--- config.mk ---
export PLATFORM = sky130hd
export DESIGN_NAME = uart_line_status_flags
export DESIGN_NICKNAME = d
export VERILOG_FILES = /design/src/common/uart_lsf_pkg.sv /design/src/common/queue_if.sv /design/src/hw/char_queue.sv /design/src/hw/break_detect.sv /design/src/hw/uart_line_status_flags.sv
export SDC_FILE = /design/constraint.sdc
export NUM_CORES = 2
export LEC_CHECK = 0
export BUFFER_PORTS_ARGS = -buffer_cell sky130_fd_sc_hd__buf_4
export CAP_MARGIN = 15
export CELL_PAD_IN_SITES_DETAIL_PLACEMENT = 0
export CELL_PAD_IN_SITES_GLOBAL_PLACEMENT = 1
export CORE_UTILIZATION = 59
export DETAILED_ROUTE_END_ITERATION = 10
export HOLD_SLACK_MARGIN = 0.05
export PLACE_DENSITY = 0.9
export SYNTH_ARGS = -nofsm -noshare
export SYNTH_HDL_FRONTEND = slang
export SYNTH_SLANG_ARGS = --single-unit
--- constraint.sdc ---
create_clock -name ref_clk_in -period 88.9 [get_ports ref_clk_in]
set_input_delay 13.335 -clock ref_clk_in [delete_from_list [all_inputs] [get_ports ref_clk_in]]
set_output_delay 13.335 -clock ref_clk_in [all_outputs]
set_load 0.02 [all_outputs]
--- src/common/uart_lsf_pkg.sv ---
// Constants shared by the line status flag block and its queues.
// Assumes an 8-bit register port with a 3-bit word address.
package uart_lsf_pkg;

   localparam int ADDR_W = 3;
   localparam int DATA_W = 8;

   // Register offsets
   localparam logic [2:0] OFF_DATA = 3'h0;
   localparam logic [2:0] OFF_LINE_STATUS = 3'h1;
   localparam logic [2:0] OFF_CTRL = 3'h2;
   localparam logic [2:0] OFF_INT_STATUS = 3'h3;
   localparam logic [2:0] OFF_INT_MASK = 3'h4;
   localparam logic [2:0] OFF_BIT_CYCLES = 3'h5;
   localparam logic [2:0] OFF_FRAME_BITS = 3'h6;

   // Line status bit positions, also used by interrupt status and mask
   localparam int LS_READY = 0;
   localparam int LS_OVERRUN = 1;
   localparam int LS_PARITY = 2;
   localparam int LS_FRAMING = 3;
   localparam int LS_BREAK = 4;
   localparam int LS_TX_EMPTY = 5;
   localparam int LS_ERR_SUM = 7;

   // Control register bit positions
   localparam int CTRL_QUEUE_EN = 0;
   localparam int CTRL_PARITY_EN = 1;
   localparam int CTRL_PARITY_EVEN = 2;

   // Receive queue entry layout
   localparam int ENT_PARITY = 8;
   localparam int ENT_FRAMING = 9;
   localparam int ENT_BREAK = 10;
   localparam int ENT_W = 11;

   // Values after reset
   localparam logic [7:0] CTRL_RST = 8'h00;
   localparam logic [7:0] INT_MASK_RST = 8'h00;
   localparam logic [15:0] BIT_CYCLES_RST = 16'h043D;
   localparam logic [3:0] FRAME_BITS_RST = 4'hA;

   // Counts
   localparam int QUEUE_DEPTH = 64;
   localparam int FRAME_CNT_W = 20;

endpackage

--- src/common/queue_if.sv ---
// Push and pop side of one character queue.
// Assumes one clock; the queue answers with level flags.
`timescale 1ns/100ps
interface queue_if #(parameter int WIDTH = 8);
   logic push;
   logic [WIDTH-1:0] push_data;
   logic pop;
   logic [WIDTH-1:0] head_data;
   logic empty;
   logic full;

   modport store (input push, push_data, pop, output head_data, empty, full);
   modport user (output push, push_data, pop, input head_data, empty, full);
endinterface

--- src/hw/char_queue.sv ---
// Flip-flop queue of fixed depth with head-of-queue output.
// Assumes DEPTH is a power of two; push when full and pop when empty are ignored.
`timescale 1ns/100ps
module char_queue #(
   parameter int WIDTH = 8,
   parameter int DEPTH = uart_lsf_pkg::QUEUE_DEPTH
) (
   // Clock and reset
   input wire logic ref_clk_in,
   input wire logic rst_in,
   // Queue port
   queue_if.store q
);
   import uart_lsf_pkg::*;

   localparam int PW = $clog2(DEPTH);

   typedef struct packed {
      logic [DEPTH-1:0][WIDTH-1:0] mem;
      logic [PW-1:0] rd_ptr;
      logic [PW-1:0] wr_ptr;
      logic [PW:0] count;
   } queue_state_t;

   queue_state_t s_reg;
   queue_state_t s_next;
   logic do_push;
   logic do_pop;

   assign q.empty = (s_reg.count == '0);
   assign q.full = (s_reg.count == (PW + 1)'(DEPTH));
   assign q.head_data = s_reg.mem[s_reg.rd_ptr];
   assign do_push = q.push && !q.full;
   assign do_pop = q.pop && !q.empty;

   always_comb begin
      s_next = s_reg;
      if (do_push) begin
         s_next.mem[s_reg.wr_ptr] = q.push_data;
         s_next.wr_ptr = s_reg.wr_ptr + PW'(1);
      end
      if (do_pop) begin
         s_next.rd_ptr = s_reg.rd_ptr + PW'(1);
      end
      if (do_push && !do_pop) begin
         s_next.count = s_reg.count + (PW + 1)'(1);
      end else if (do_pop && !do_push) begin
         s_next.count = s_reg.count - (PW + 1)'(1);
      end
   end

   always_ff @(posedge ref_clk_in or posedge rst_in) begin
      if (rst_in) begin
         s_reg <= '0;
      end else begin
         s_reg <= s_next;
      end
   end
endmodule

--- src/hw/break_detect.sv ---
// Serial line synchroniser and break detector.
// Assumes the receive pin is asynchronous to ref_clk_in and idles high.
`timescale 1ns/100ps
module break_detect (
   // Clock and reset
   input wire logic ref_clk_in,
   input wire logic rst_in,
   // Serial line
   input wire logic rx_serial_in,
   // Frame time in clock cycles
   input wire logic [uart_lsf_pkg::FRAME_CNT_W-1:0] frame_cycles_in,
   // One pulse per break
   output logic break_pulse_out
);
   import uart_lsf_pkg::*;

   typedef struct packed {
      logic [2:0] sync;
      logic line;
      logic [FRAME_CNT_W-1:0] count;
      logic fired;
      logic pulse;
   } brk_state_t;

   brk_state_t s_reg;
   brk_state_t s_next;
   logic [FRAME_CNT_W-1:0] count_inc;

   assign count_inc = s_reg.count + FRAME_CNT_W'(1);
   assign break_pulse_out = s_reg.pulse;

   always_comb begin
      s_next = s_reg;
      s_next.sync = {s_reg.sync[1:0], rx_serial_in};
      s_next.pulse = 1'b0;
      // A level change counts only once stages two and three agree
      if (s_reg.sync[1] == s_reg.sync[2]) begin
         s_next.line = s_reg.sync[2];
      end
      if (s_reg.line) begin
         s_next.count = '0;
         s_next.fired = 1'b0;
      end else if (!s_reg.fired) begin
         s_next.count = count_inc;
         if (count_inc >= frame_cycles_in) begin
            s_next.pulse = 1'b1;
            s_next.fired = 1'b1;
         end
      end
   end

   always_ff @(posedge ref_clk_in or posedge rst_in) begin
      if (rst_in) begin
         s_reg <= '{sync: 3'h7, line: 1'b1, count: '0, fired: 1'b0, pulse: 1'b0};
      end else begin
         s_reg <= s_next;
      end
   end
endmodule

--- src/hw/uart_line_status_flags.sv ---
// Line status flags of a serial transceiver with receive and transmit queues.
// Assumes external shifters: the receiver reports each finished character
// with its parity and stop bits, the transmitter takes a character when ready.
//
// How it works
// - Without queues, the transmit-empty flag rises when the held character moves to the shifter.
// - Without queues, a host write of a character drops the transmit-empty flag; a write in the cycle the held character moves to the shifter is lost.
// - With queues, the transmit-empty flag is high while the transmit queue is empty and drops on any write.
// - The interrupt output is high while the transmit-empty flag and its enable are both set.
// - The break flag is set when the serial line stays low for a whole frame time, else it reads zero.
// - With queues, each break condition loads one break character, however long it lasts, unless the receive queue is full, when it loads none.
// - The framing flag is set when a received character has no valid stop bit.
// - The parity flag is set when received parity disagrees with the configured parity.
// - With queues, parity and framing flags are stored per character and show only the head character.
// - The overrun flag is set when a character completes while the receive queue is full.
// - On overrun the new character is dropped so queued characters stay intact.
// - The ready flag is high while at least one received character is held.
// - After reset all error and ready flags read zero.
// - Bit 7 is set when any parity, framing or break mark enters the queue and cleared by a status read.
`timescale 1ns/100ps
module uart_line_status_flags #(
   parameter int QUEUE_DEPTH = uart_lsf_pkg::QUEUE_DEPTH
) (
   // Clock and reset
   input wire logic ref_clk_in,
   input wire logic rst_in,
   // Register port
   input wire logic [uart_lsf_pkg::ADDR_W-1:0] addr_in,
   input wire logic [uart_lsf_pkg::DATA_W-1:0] wdata_in,
   input wire logic wr_in,
   input wire logic rd_in,
   output logic [uart_lsf_pkg::DATA_W-1:0] rdata_out,
   // Serial receive pin
   input wire logic rx_serial_in,
   // Receive shifter
   input wire logic rx_done_in,
   input wire logic [7:0] rx_char_in,
   input wire logic rx_parity_bit_in,
   input wire logic rx_stop_bit_in,
   // Transmit shifter
   input wire logic tx_shift_ready_in,
   output logic tx_load_out,
   output logic [7:0] tx_char_out,
   // Interrupt
   output logic irq_out
);
   import uart_lsf_pkg::*;

   ////////////////////////////////////////////////////////////////////////
   // State

   typedef struct packed {
      logic [7:0] rdata;
      logic [7:0] ctrl;
      logic [7:0] int_status;
      logic [7:0] int_mask;
      logic [15:0] bit_cycles;
      logic [3:0] frame_bits;
      logic overrun;
      logic err_sum;
      logic head_seen;
      logic tx_was_empty;
   } lsf_state_t;

   lsf_state_t s_reg;
   lsf_state_t s_next;

   queue_if #(.WIDTH(ENT_W)) rxq ();
   queue_if #(.WIDTH(8)) txq ();

   logic [FRAME_CNT_W-1:0] frame_cycles;
   logic break_pulse;
   logic queue_en;
   logic rx_full_eff;
   logic tx_full_eff;
   logic rx_req;
   logic overrun_ev;
   logic parity_bad;
   logic [ENT_W-1:0] new_entry;
   logic head_valid;
   logic [7:0] line_status;
   logic [7:0] events;
   logic rd_data;
   logic rd_status;
   logic wr_data;

   ////////////////////////////////////////////////////////////////////////
   // Queues and break detector

   char_queue #(
      .WIDTH(ENT_W),
      .DEPTH(QUEUE_DEPTH)
   ) rx_queue (
      .ref_clk_in(ref_clk_in),
      .rst_in(rst_in),
      .q(rxq)
   );

   char_queue #(
      .WIDTH(8),
      .DEPTH(QUEUE_DEPTH)
   ) tx_queue (
      .ref_clk_in(ref_clk_in),
      .rst_in(rst_in),
      .q(txq)
   );

   // Frame time follows the software bit time and frame length
   assign frame_cycles = FRAME_CNT_W'(s_reg.bit_cycles) * FRAME_CNT_W'(s_reg.frame_bits);

   break_detect brk (
      .ref_clk_in(ref_clk_in),
      .rst_in(rst_in),
      .rx_serial_in(rx_serial_in),
      .frame_cycles_in(frame_cycles),
      .break_pulse_out(break_pulse)
   );

   ////////////////////////////////////////////////////////////////////////
   // Register port decode

   assign rd_data = rd_in && (addr_in == OFF_DATA);
   assign rd_status = rd_in && (addr_in == OFF_LINE_STATUS);
   assign wr_data = wr_in && (addr_in == OFF_DATA);
   assign queue_en = s_reg.ctrl[CTRL_QUEUE_EN];

   ////////////////////////////////////////////////////////////////////////
   // Transmit side

   // Without queues the holding stage is one entry deep
   assign tx_full_eff = queue_en ? txq.full : !txq.empty;

   assign txq.push = wr_data && !tx_full_eff;
   assign txq.push_data = wdata_in;

   assign tx_load_out = !txq.empty && tx_shift_ready_in;
   assign txq.pop = tx_load_out;
   assign tx_char_out = txq.head_data;

   ////////////////////////////////////////////////////////////////////////
   // Receive side

   assign rx_full_eff = queue_en ? rxq.full : !rxq.empty;
   assign rx_req = rx_done_in || break_pulse;

   assign parity_bad = s_reg.ctrl[CTRL_PARITY_EN] &&
      ((^rx_char_in ^ rx_parity_bit_in) ^ !s_reg.ctrl[CTRL_PARITY_EVEN]);

   always_comb begin
      new_entry = '0;
      if (break_pulse) begin
         new_entry[ENT_BREAK] = 1'b1;
         new_entry[ENT_FRAMING] = 1'b1;
      end else begin
         new_entry[7:0] = rx_char_in;
         new_entry[ENT_FRAMING] = !rx_stop_bit_in;
         new_entry[ENT_PARITY] = parity_bad;
      end
   end

   assign rxq.push = rx_req && !rx_full_eff;
   assign rxq.push_data = new_entry;
   assign overrun_ev = rx_req && rx_full_eff;
   assign rxq.pop = rd_data && !rxq.empty;

   ////////////////////////////////////////////////////////////////////////
   // Line status word

   assign head_valid = !rxq.empty && !s_reg.head_seen;

   always_comb begin
      line_status = '0;
      line_status[LS_READY] = !rxq.empty;
      line_status[LS_OVERRUN] = s_reg.overrun;
      line_status[LS_PARITY] = head_valid && rxq.head_data[ENT_PARITY];
      line_status[LS_FRAMING] = head_valid && rxq.head_data[ENT_FRAMING];
      line_status[LS_BREAK] = head_valid && rxq.head_data[ENT_BREAK];
      line_status[LS_TX_EMPTY] = txq.empty;
      line_status[LS_ERR_SUM] = s_reg.err_sum;
   end

   ////////////////////////////////////////////////////////////////////////
   // Interrupt events, same layout as the line status word

   always_comb begin
      events = '0;
      events[LS_READY] = rxq.push;
      events[LS_OVERRUN] = overrun_ev;
      events[LS_PARITY] = rxq.push && new_entry[ENT_PARITY];
      events[LS_FRAMING] = rxq.push && new_entry[ENT_FRAMING];
      events[LS_BREAK] = rxq.push && new_entry[ENT_BREAK];
      events[LS_TX_EMPTY] = txq.empty && !s_reg.tx_was_empty;
      events[LS_ERR_SUM] = rxq.push && (|new_entry[ENT_BREAK:ENT_PARITY]);
   end

   assign irq_out = (|(s_reg.int_status & s_reg.int_mask)) ||
      (txq.empty && s_reg.int_mask[LS_TX_EMPTY]);

   ////////////////////////////////////////////////////////////////////////
   // Next state

   always_comb begin
      s_next = s_reg;
      s_next.rdata = '0;
      s_next.tx_was_empty = txq.empty;

      // Read data stand for one cycle only; unmapped reads give zero
      if (rd_in) begin
         unique case (addr_in)
            OFF_DATA: s_next.rdata = rxq.empty ? 8'h00 : rxq.head_data[7:0];
            OFF_LINE_STATUS: s_next.rdata = line_status;
            OFF_CTRL: s_next.rdata = s_reg.ctrl;
            OFF_INT_STATUS: s_next.rdata = s_reg.int_status;
            OFF_INT_MASK: s_next.rdata = s_reg.int_mask;
            OFF_BIT_CYCLES: s_next.rdata = s_reg.bit_cycles[7:0];
            OFF_FRAME_BITS: s_next.rdata = {4'h0, s_reg.frame_bits};
            default: s_next.rdata = 8'h00;
         endcase
      end

      if (wr_in) begin
         unique case (addr_in)
            OFF_CTRL: s_next.ctrl = wdata_in;
            OFF_INT_MASK: s_next.int_mask = wdata_in;
            OFF_BIT_CYCLES: s_next.bit_cycles = {8'h00, wdata_in};
            OFF_FRAME_BITS: s_next.frame_bits = wdata_in[3:0];
            default: s_next.ctrl = s_reg.ctrl;
         endcase
      end

      // Write one to clear; a new event in the same cycle wins
      if (wr_in && (addr_in == OFF_INT_STATUS)) begin
         s_next.int_status = (s_reg.int_status & ~wdata_in) | events;
      end else begin
         s_next.int_status = s_reg.int_status | events;
      end

      if (rd_status) begin
         s_next.overrun = 1'b0;
         s_next.err_sum = 1'b0;
         s_next.head_seen = !rxq.empty;
      end
      // A new head character brings its own flags
      if (rxq.pop) begin
         s_next.head_seen = 1'b0;
      end

      if (overrun_ev) begin
         s_next.overrun = 1'b1;
      end
      if (events[LS_ERR_SUM]) begin
         s_next.err_sum = 1'b1;
      end
   end

   ////////////////////////////////////////////////////////////////////////
   // Registers

   assign rdata_out = s_reg.rdata;

   always_ff @(posedge ref_clk_in or posedge rst_in) begin
      if (rst_in) begin
         s_reg <= '{
            rdata: 8'h00,
            ctrl: CTRL_RST,
            int_status: 8'h00,
            int_mask: INT_MASK_RST,
            bit_cycles: BIT_CYCLES_RST,
            frame_bits: FRAME_BITS_RST,
            overrun: 1'b0,
            err_sum: 1'b0,
            head_seen: 1'b0,
            tx_was_empty: 1'b1
         };
      end else begin
         s_reg <= s_next;
      end
   end
endmodule

==> flow_results.org <==
** Place
- Final HPWL from detailed placement :: 88800 um
- Inst Count DP :: 5306
- Dpl cell area :: 64000 sq um
- At the end of routability-driven placement, the weighted congestion stood at 0.906.
- Worst slack at placement :: a little over 60000 ps
- The count of buffers added on input and output ports is 45.

** Route
- Post-detailed-route wirelength per cell :: about 26 um
- DRT Pass-1 Iters :: 8
- DRC violations left :: 6
- Vias per cell :: between 6 and 7
- Post-DRT Antenna Nets :: 0
- The final route contains 35800 vias.
- After the first detailed-routing iteration, the DRC count stood at 2834.
- Wires add up to approximately 150000 um.

** Global routing
- After global routing the overflow that remains totals 0.
- Entering global routing, the biggest net connects 184 pins.
- The number of antenna violations at the first check in global routing came to 1.
- Via count of the first global-routing pass :: around 37000
- Total routing resource utilization after global routing :: 27.7%
- Global-route wire length before repair :: between 200000 and 250000 um

** Min path
- Hold WC Path Type :: flip-flop to flip-flop

** Worst setup path
- STA classifies the critical path startpoint as a primary input.
- The setup path with the least slack is of type primary input to primary output.
- Tracing the worst setup path back leads to its startpoint at tx_shift_ready_in.
- The most critical setup path has its endpoint at tx_load_out.
- On the critical path, the stage with the largest delay is an instance of nand2_1.
- Counting cells, the worst reg-to-reg path comes to 8.
- Critical path data arrival time :: ~14000 ps
- Sum of buffers and inverters on the critical path :: 3
- The endpoint identified for the worst register-to-register timing path is rdata_out[1].
- Data on the critical path is required at its endpoint by roughly 76000 ps.
- The worst register-to-register path has a setup slack of between 80000 and 90000 ps.
- On the critical path the largest part of the delay comes from buffers and inverters.
- In this run the number of cells on the critical path is 4.
- Delay of the slowest cell on the worst path :: 280 ps
- Kind of end point of the critical path :: primary output
- RR Startpoint :: rx_queue.s_reg[14]
- Crit Path Max Fanout :: 5
- Most used cell, CP :: buf_4
- Critical path cell sequence :: buf_4, nand2_1, inv_1, buf_4

** Power and ir drop
- Worst VDD drop :: between 0.02 and 0.025 mV
- The analysis attributes to cell leakage a power of roughly 33 nW.
- The completed layout was analyzed and its total power is approximately 1.7 mW.
- Power per unit of standard cell area :: ~24 nW/um^2

** Clocking
- In this run the deepest clock path goes through 3 buffers.
- Buffers added to address setup during post-CTS repair amount to 0.
- Inserted Clock Buffers :: between 100 and 150
- TritonCTS built the clock tree.
- Clock sink count :: ~1300
- Clock-pin slew was measured on the worst setup and hold paths at approximately 60 ps.
- For the worst-skew pair, the clock arrives at the later sink with an insertion delay of around 760 ps.
- Buffers inserted to repair hold after CTS numbered 0.
- The cell sitting at the root of the clock tree is a clkbuf_16.
- The H-tree was split into 4 levels.
- The number of gates resized after CTS was 0.

** Floorplan
- Starting utilization of the core area :: between 50% and 60%
- I/O pin cnt :: 46
- Area of the core :: ~110000 sq um
- Floorplan die height :: 328 um
- Die width :: 328 um
- The initialized floorplan defines 119 standard-cell rows.
- Floorplan die area :: approximately 110000 sq um

** Final layout
- After routing the design area is ~69000 sq um.
- Diodes inserted :: 0
- Non-Filler Instances :: around 5600
- Area used by sequential logic in the layout :: approximately 33000 sq um
- Number of flip-flops in the largest register :: about 720
- Multi-input gate area :: approximately 28000 sq um
- The net count of the finished layout is between 4000 and 5000.
- Fraction of final layout cells sized beyond drive strength 1 :: about half
- P&R area growth vs syn :: 9.46%
- The layout has just over 7000 filler cells.

** Timing
- The final critical path takes up between 30% and 40% of the cycle.
- Setup repair after global routing left no endpoint under its margin.
- Between clock sinks in the finished design, the worst skew comes to slightly above 30 ps.
- The number of slew-limit violations in the final report was 0.
- Setup violations remaining at the end of the flow were counted as 0.
- Worst Tran Pin Value :: between 1000 and 1500 ps
- The number of hold violations in the final report was 0.
- Headroom to the max-slew limit :: roughly a fifth
- Summed over all failing endpoints, the final setup total negative slack is 0 ps.
- Least setup slack across all paths after layout :: roughly 60000 ps
- Timing would allow up to around 0.036 GHz.
- Period minus WS final :: approximately 28000 ps

** Synth
- Number of enable-type register cells in the synthesized netlist :: 0
- For this run, the number of Yosys warnings is 0.
- Async SR Flop Fraction :: between 90% and 100%
- Synthesized area per cell :: around 15 sq um
- Proportion of synthesized chip area in sequential cells :: between 50 and 60%
- When the netlist entered floorplanning its net count stood at between 4000 and 5000.
- Synthesis produced around 4200 cells.
- Netlist Area Pre-Place :: about 63000 sq um
- Synthesis-stage register bit count :: ~1300
- For this run, the leading register cell type out of synthesis is dfrtp_1.
- After synthesis, the netlist uses 74 different library cells.

** Outcome
- The final reports fail on design-rule violations.
- Result of the run :: finished with violations

** Job
- Max-Cap Viols :: 0
[power by group]
group	total, mW	internal (mW)	switching (mW)
combinational	0.355	0.168	0.187
clock	0.593	0.348	0.245
sequential	0.725	0.658	0.0662
total	1.67	1.17	0.498
[metrics by stage]
stage,hold WS [ps],utilization [%]
after floorplan,345,-
after global placement,352,60.7
after detailed placement,352,60.7
after CTS,361,65.1
after global routing,361,65.2
final,359,65.2
[layout make-up]
type | count | area share (%)
flip-flops and latches | 1329 | 48.5
clock buffers | 198 | 5.83
clock inverters | 49 | 0.949
repair buffers | 101 | 1.24
well taps | 1391 | 2.53
inverters | 34 | 0.197
multi-input cells | 2456 | 40.8
[cells by family after synthesis]
| family | after synthesis | synth area share [%] |
|---|---|---|
| AO/OA/AOI/OAI | 207 | 2.16 |
| XOR/XNOR | 81 | 1.13 |
| adder cells (fa/ha/maj) | 64 | 1.45 |
| buffers and inverters | 392 | 2.50 |
| flip-flops | 1329 | 53.0 |
| multiplexers | 1667 | 35.9 |
| AND/OR/NAND/NOR | 437 | 3.85 |
[Yosys cell counts (33+ instances only)]
cell | number | share of area [%]
a21oi_1 | 45 | 0.36
and2_1 | 35 | 0.35
buf_1 | 72 | 0.43
clkbuf_1 | 243 | 1.5
dfrtp_1 | 1316 | 52
ha_1 | 48 | 0.96
inv_1 | 33 | 0.20
mux2_2 | 1244 | 22
mux2i_1 | 73 | 1.2
mux4_2 | 342 | 12
nand2_1 | 114 | 0.68
nor2_1 | 85 | 0.51
o21ai_0 | 47 | 0.37
xnor2_1 | 54 | 0.75
[layout by cell type (no fill, tap or decap), drive strengths merged, types with 30 or more instances in the layout]
cell    count
clkbuf    198
dfrtp    1316
clkinv     30
nand2     146
ha         48
buf       101
inv        41
mux2     1252
and2       35
a21oi      45
xnor2      54
mux2i      73
o21ai      47
nor2      109
mux4      342
[worst min path at each step]
stage / start / endpoint / slack, ps / cells after the start
after floorplan: brk.s_next[24] / brk.s_next[25] / 350 / 0
after global routing: brk.s_next[24] / brk.s_next[25] / 360 / 0
after CTS: brk.s_next[24] / brk.s_next[25] / 360 / 0
final: brk.s_next[24] / brk.s_next[25] / 360 / 0
after detailed placement: brk.s_next[24] / brk.s_next[25] / 350 / 0
after global placement: brk.s_next[24] / brk.s_next[25] / 350 / 0
[metal layers]
metal	vias to the layer above	global-route usage [%]	routed length, um
li1	15200	-	-
met1	19400	39.6	63300
met2	945	43.1	69600
met3	256	5.36	8230
met4	2	9.33	4370
met5	-	0	7
No activity file was read; power rests on OpenSTA's default activity.
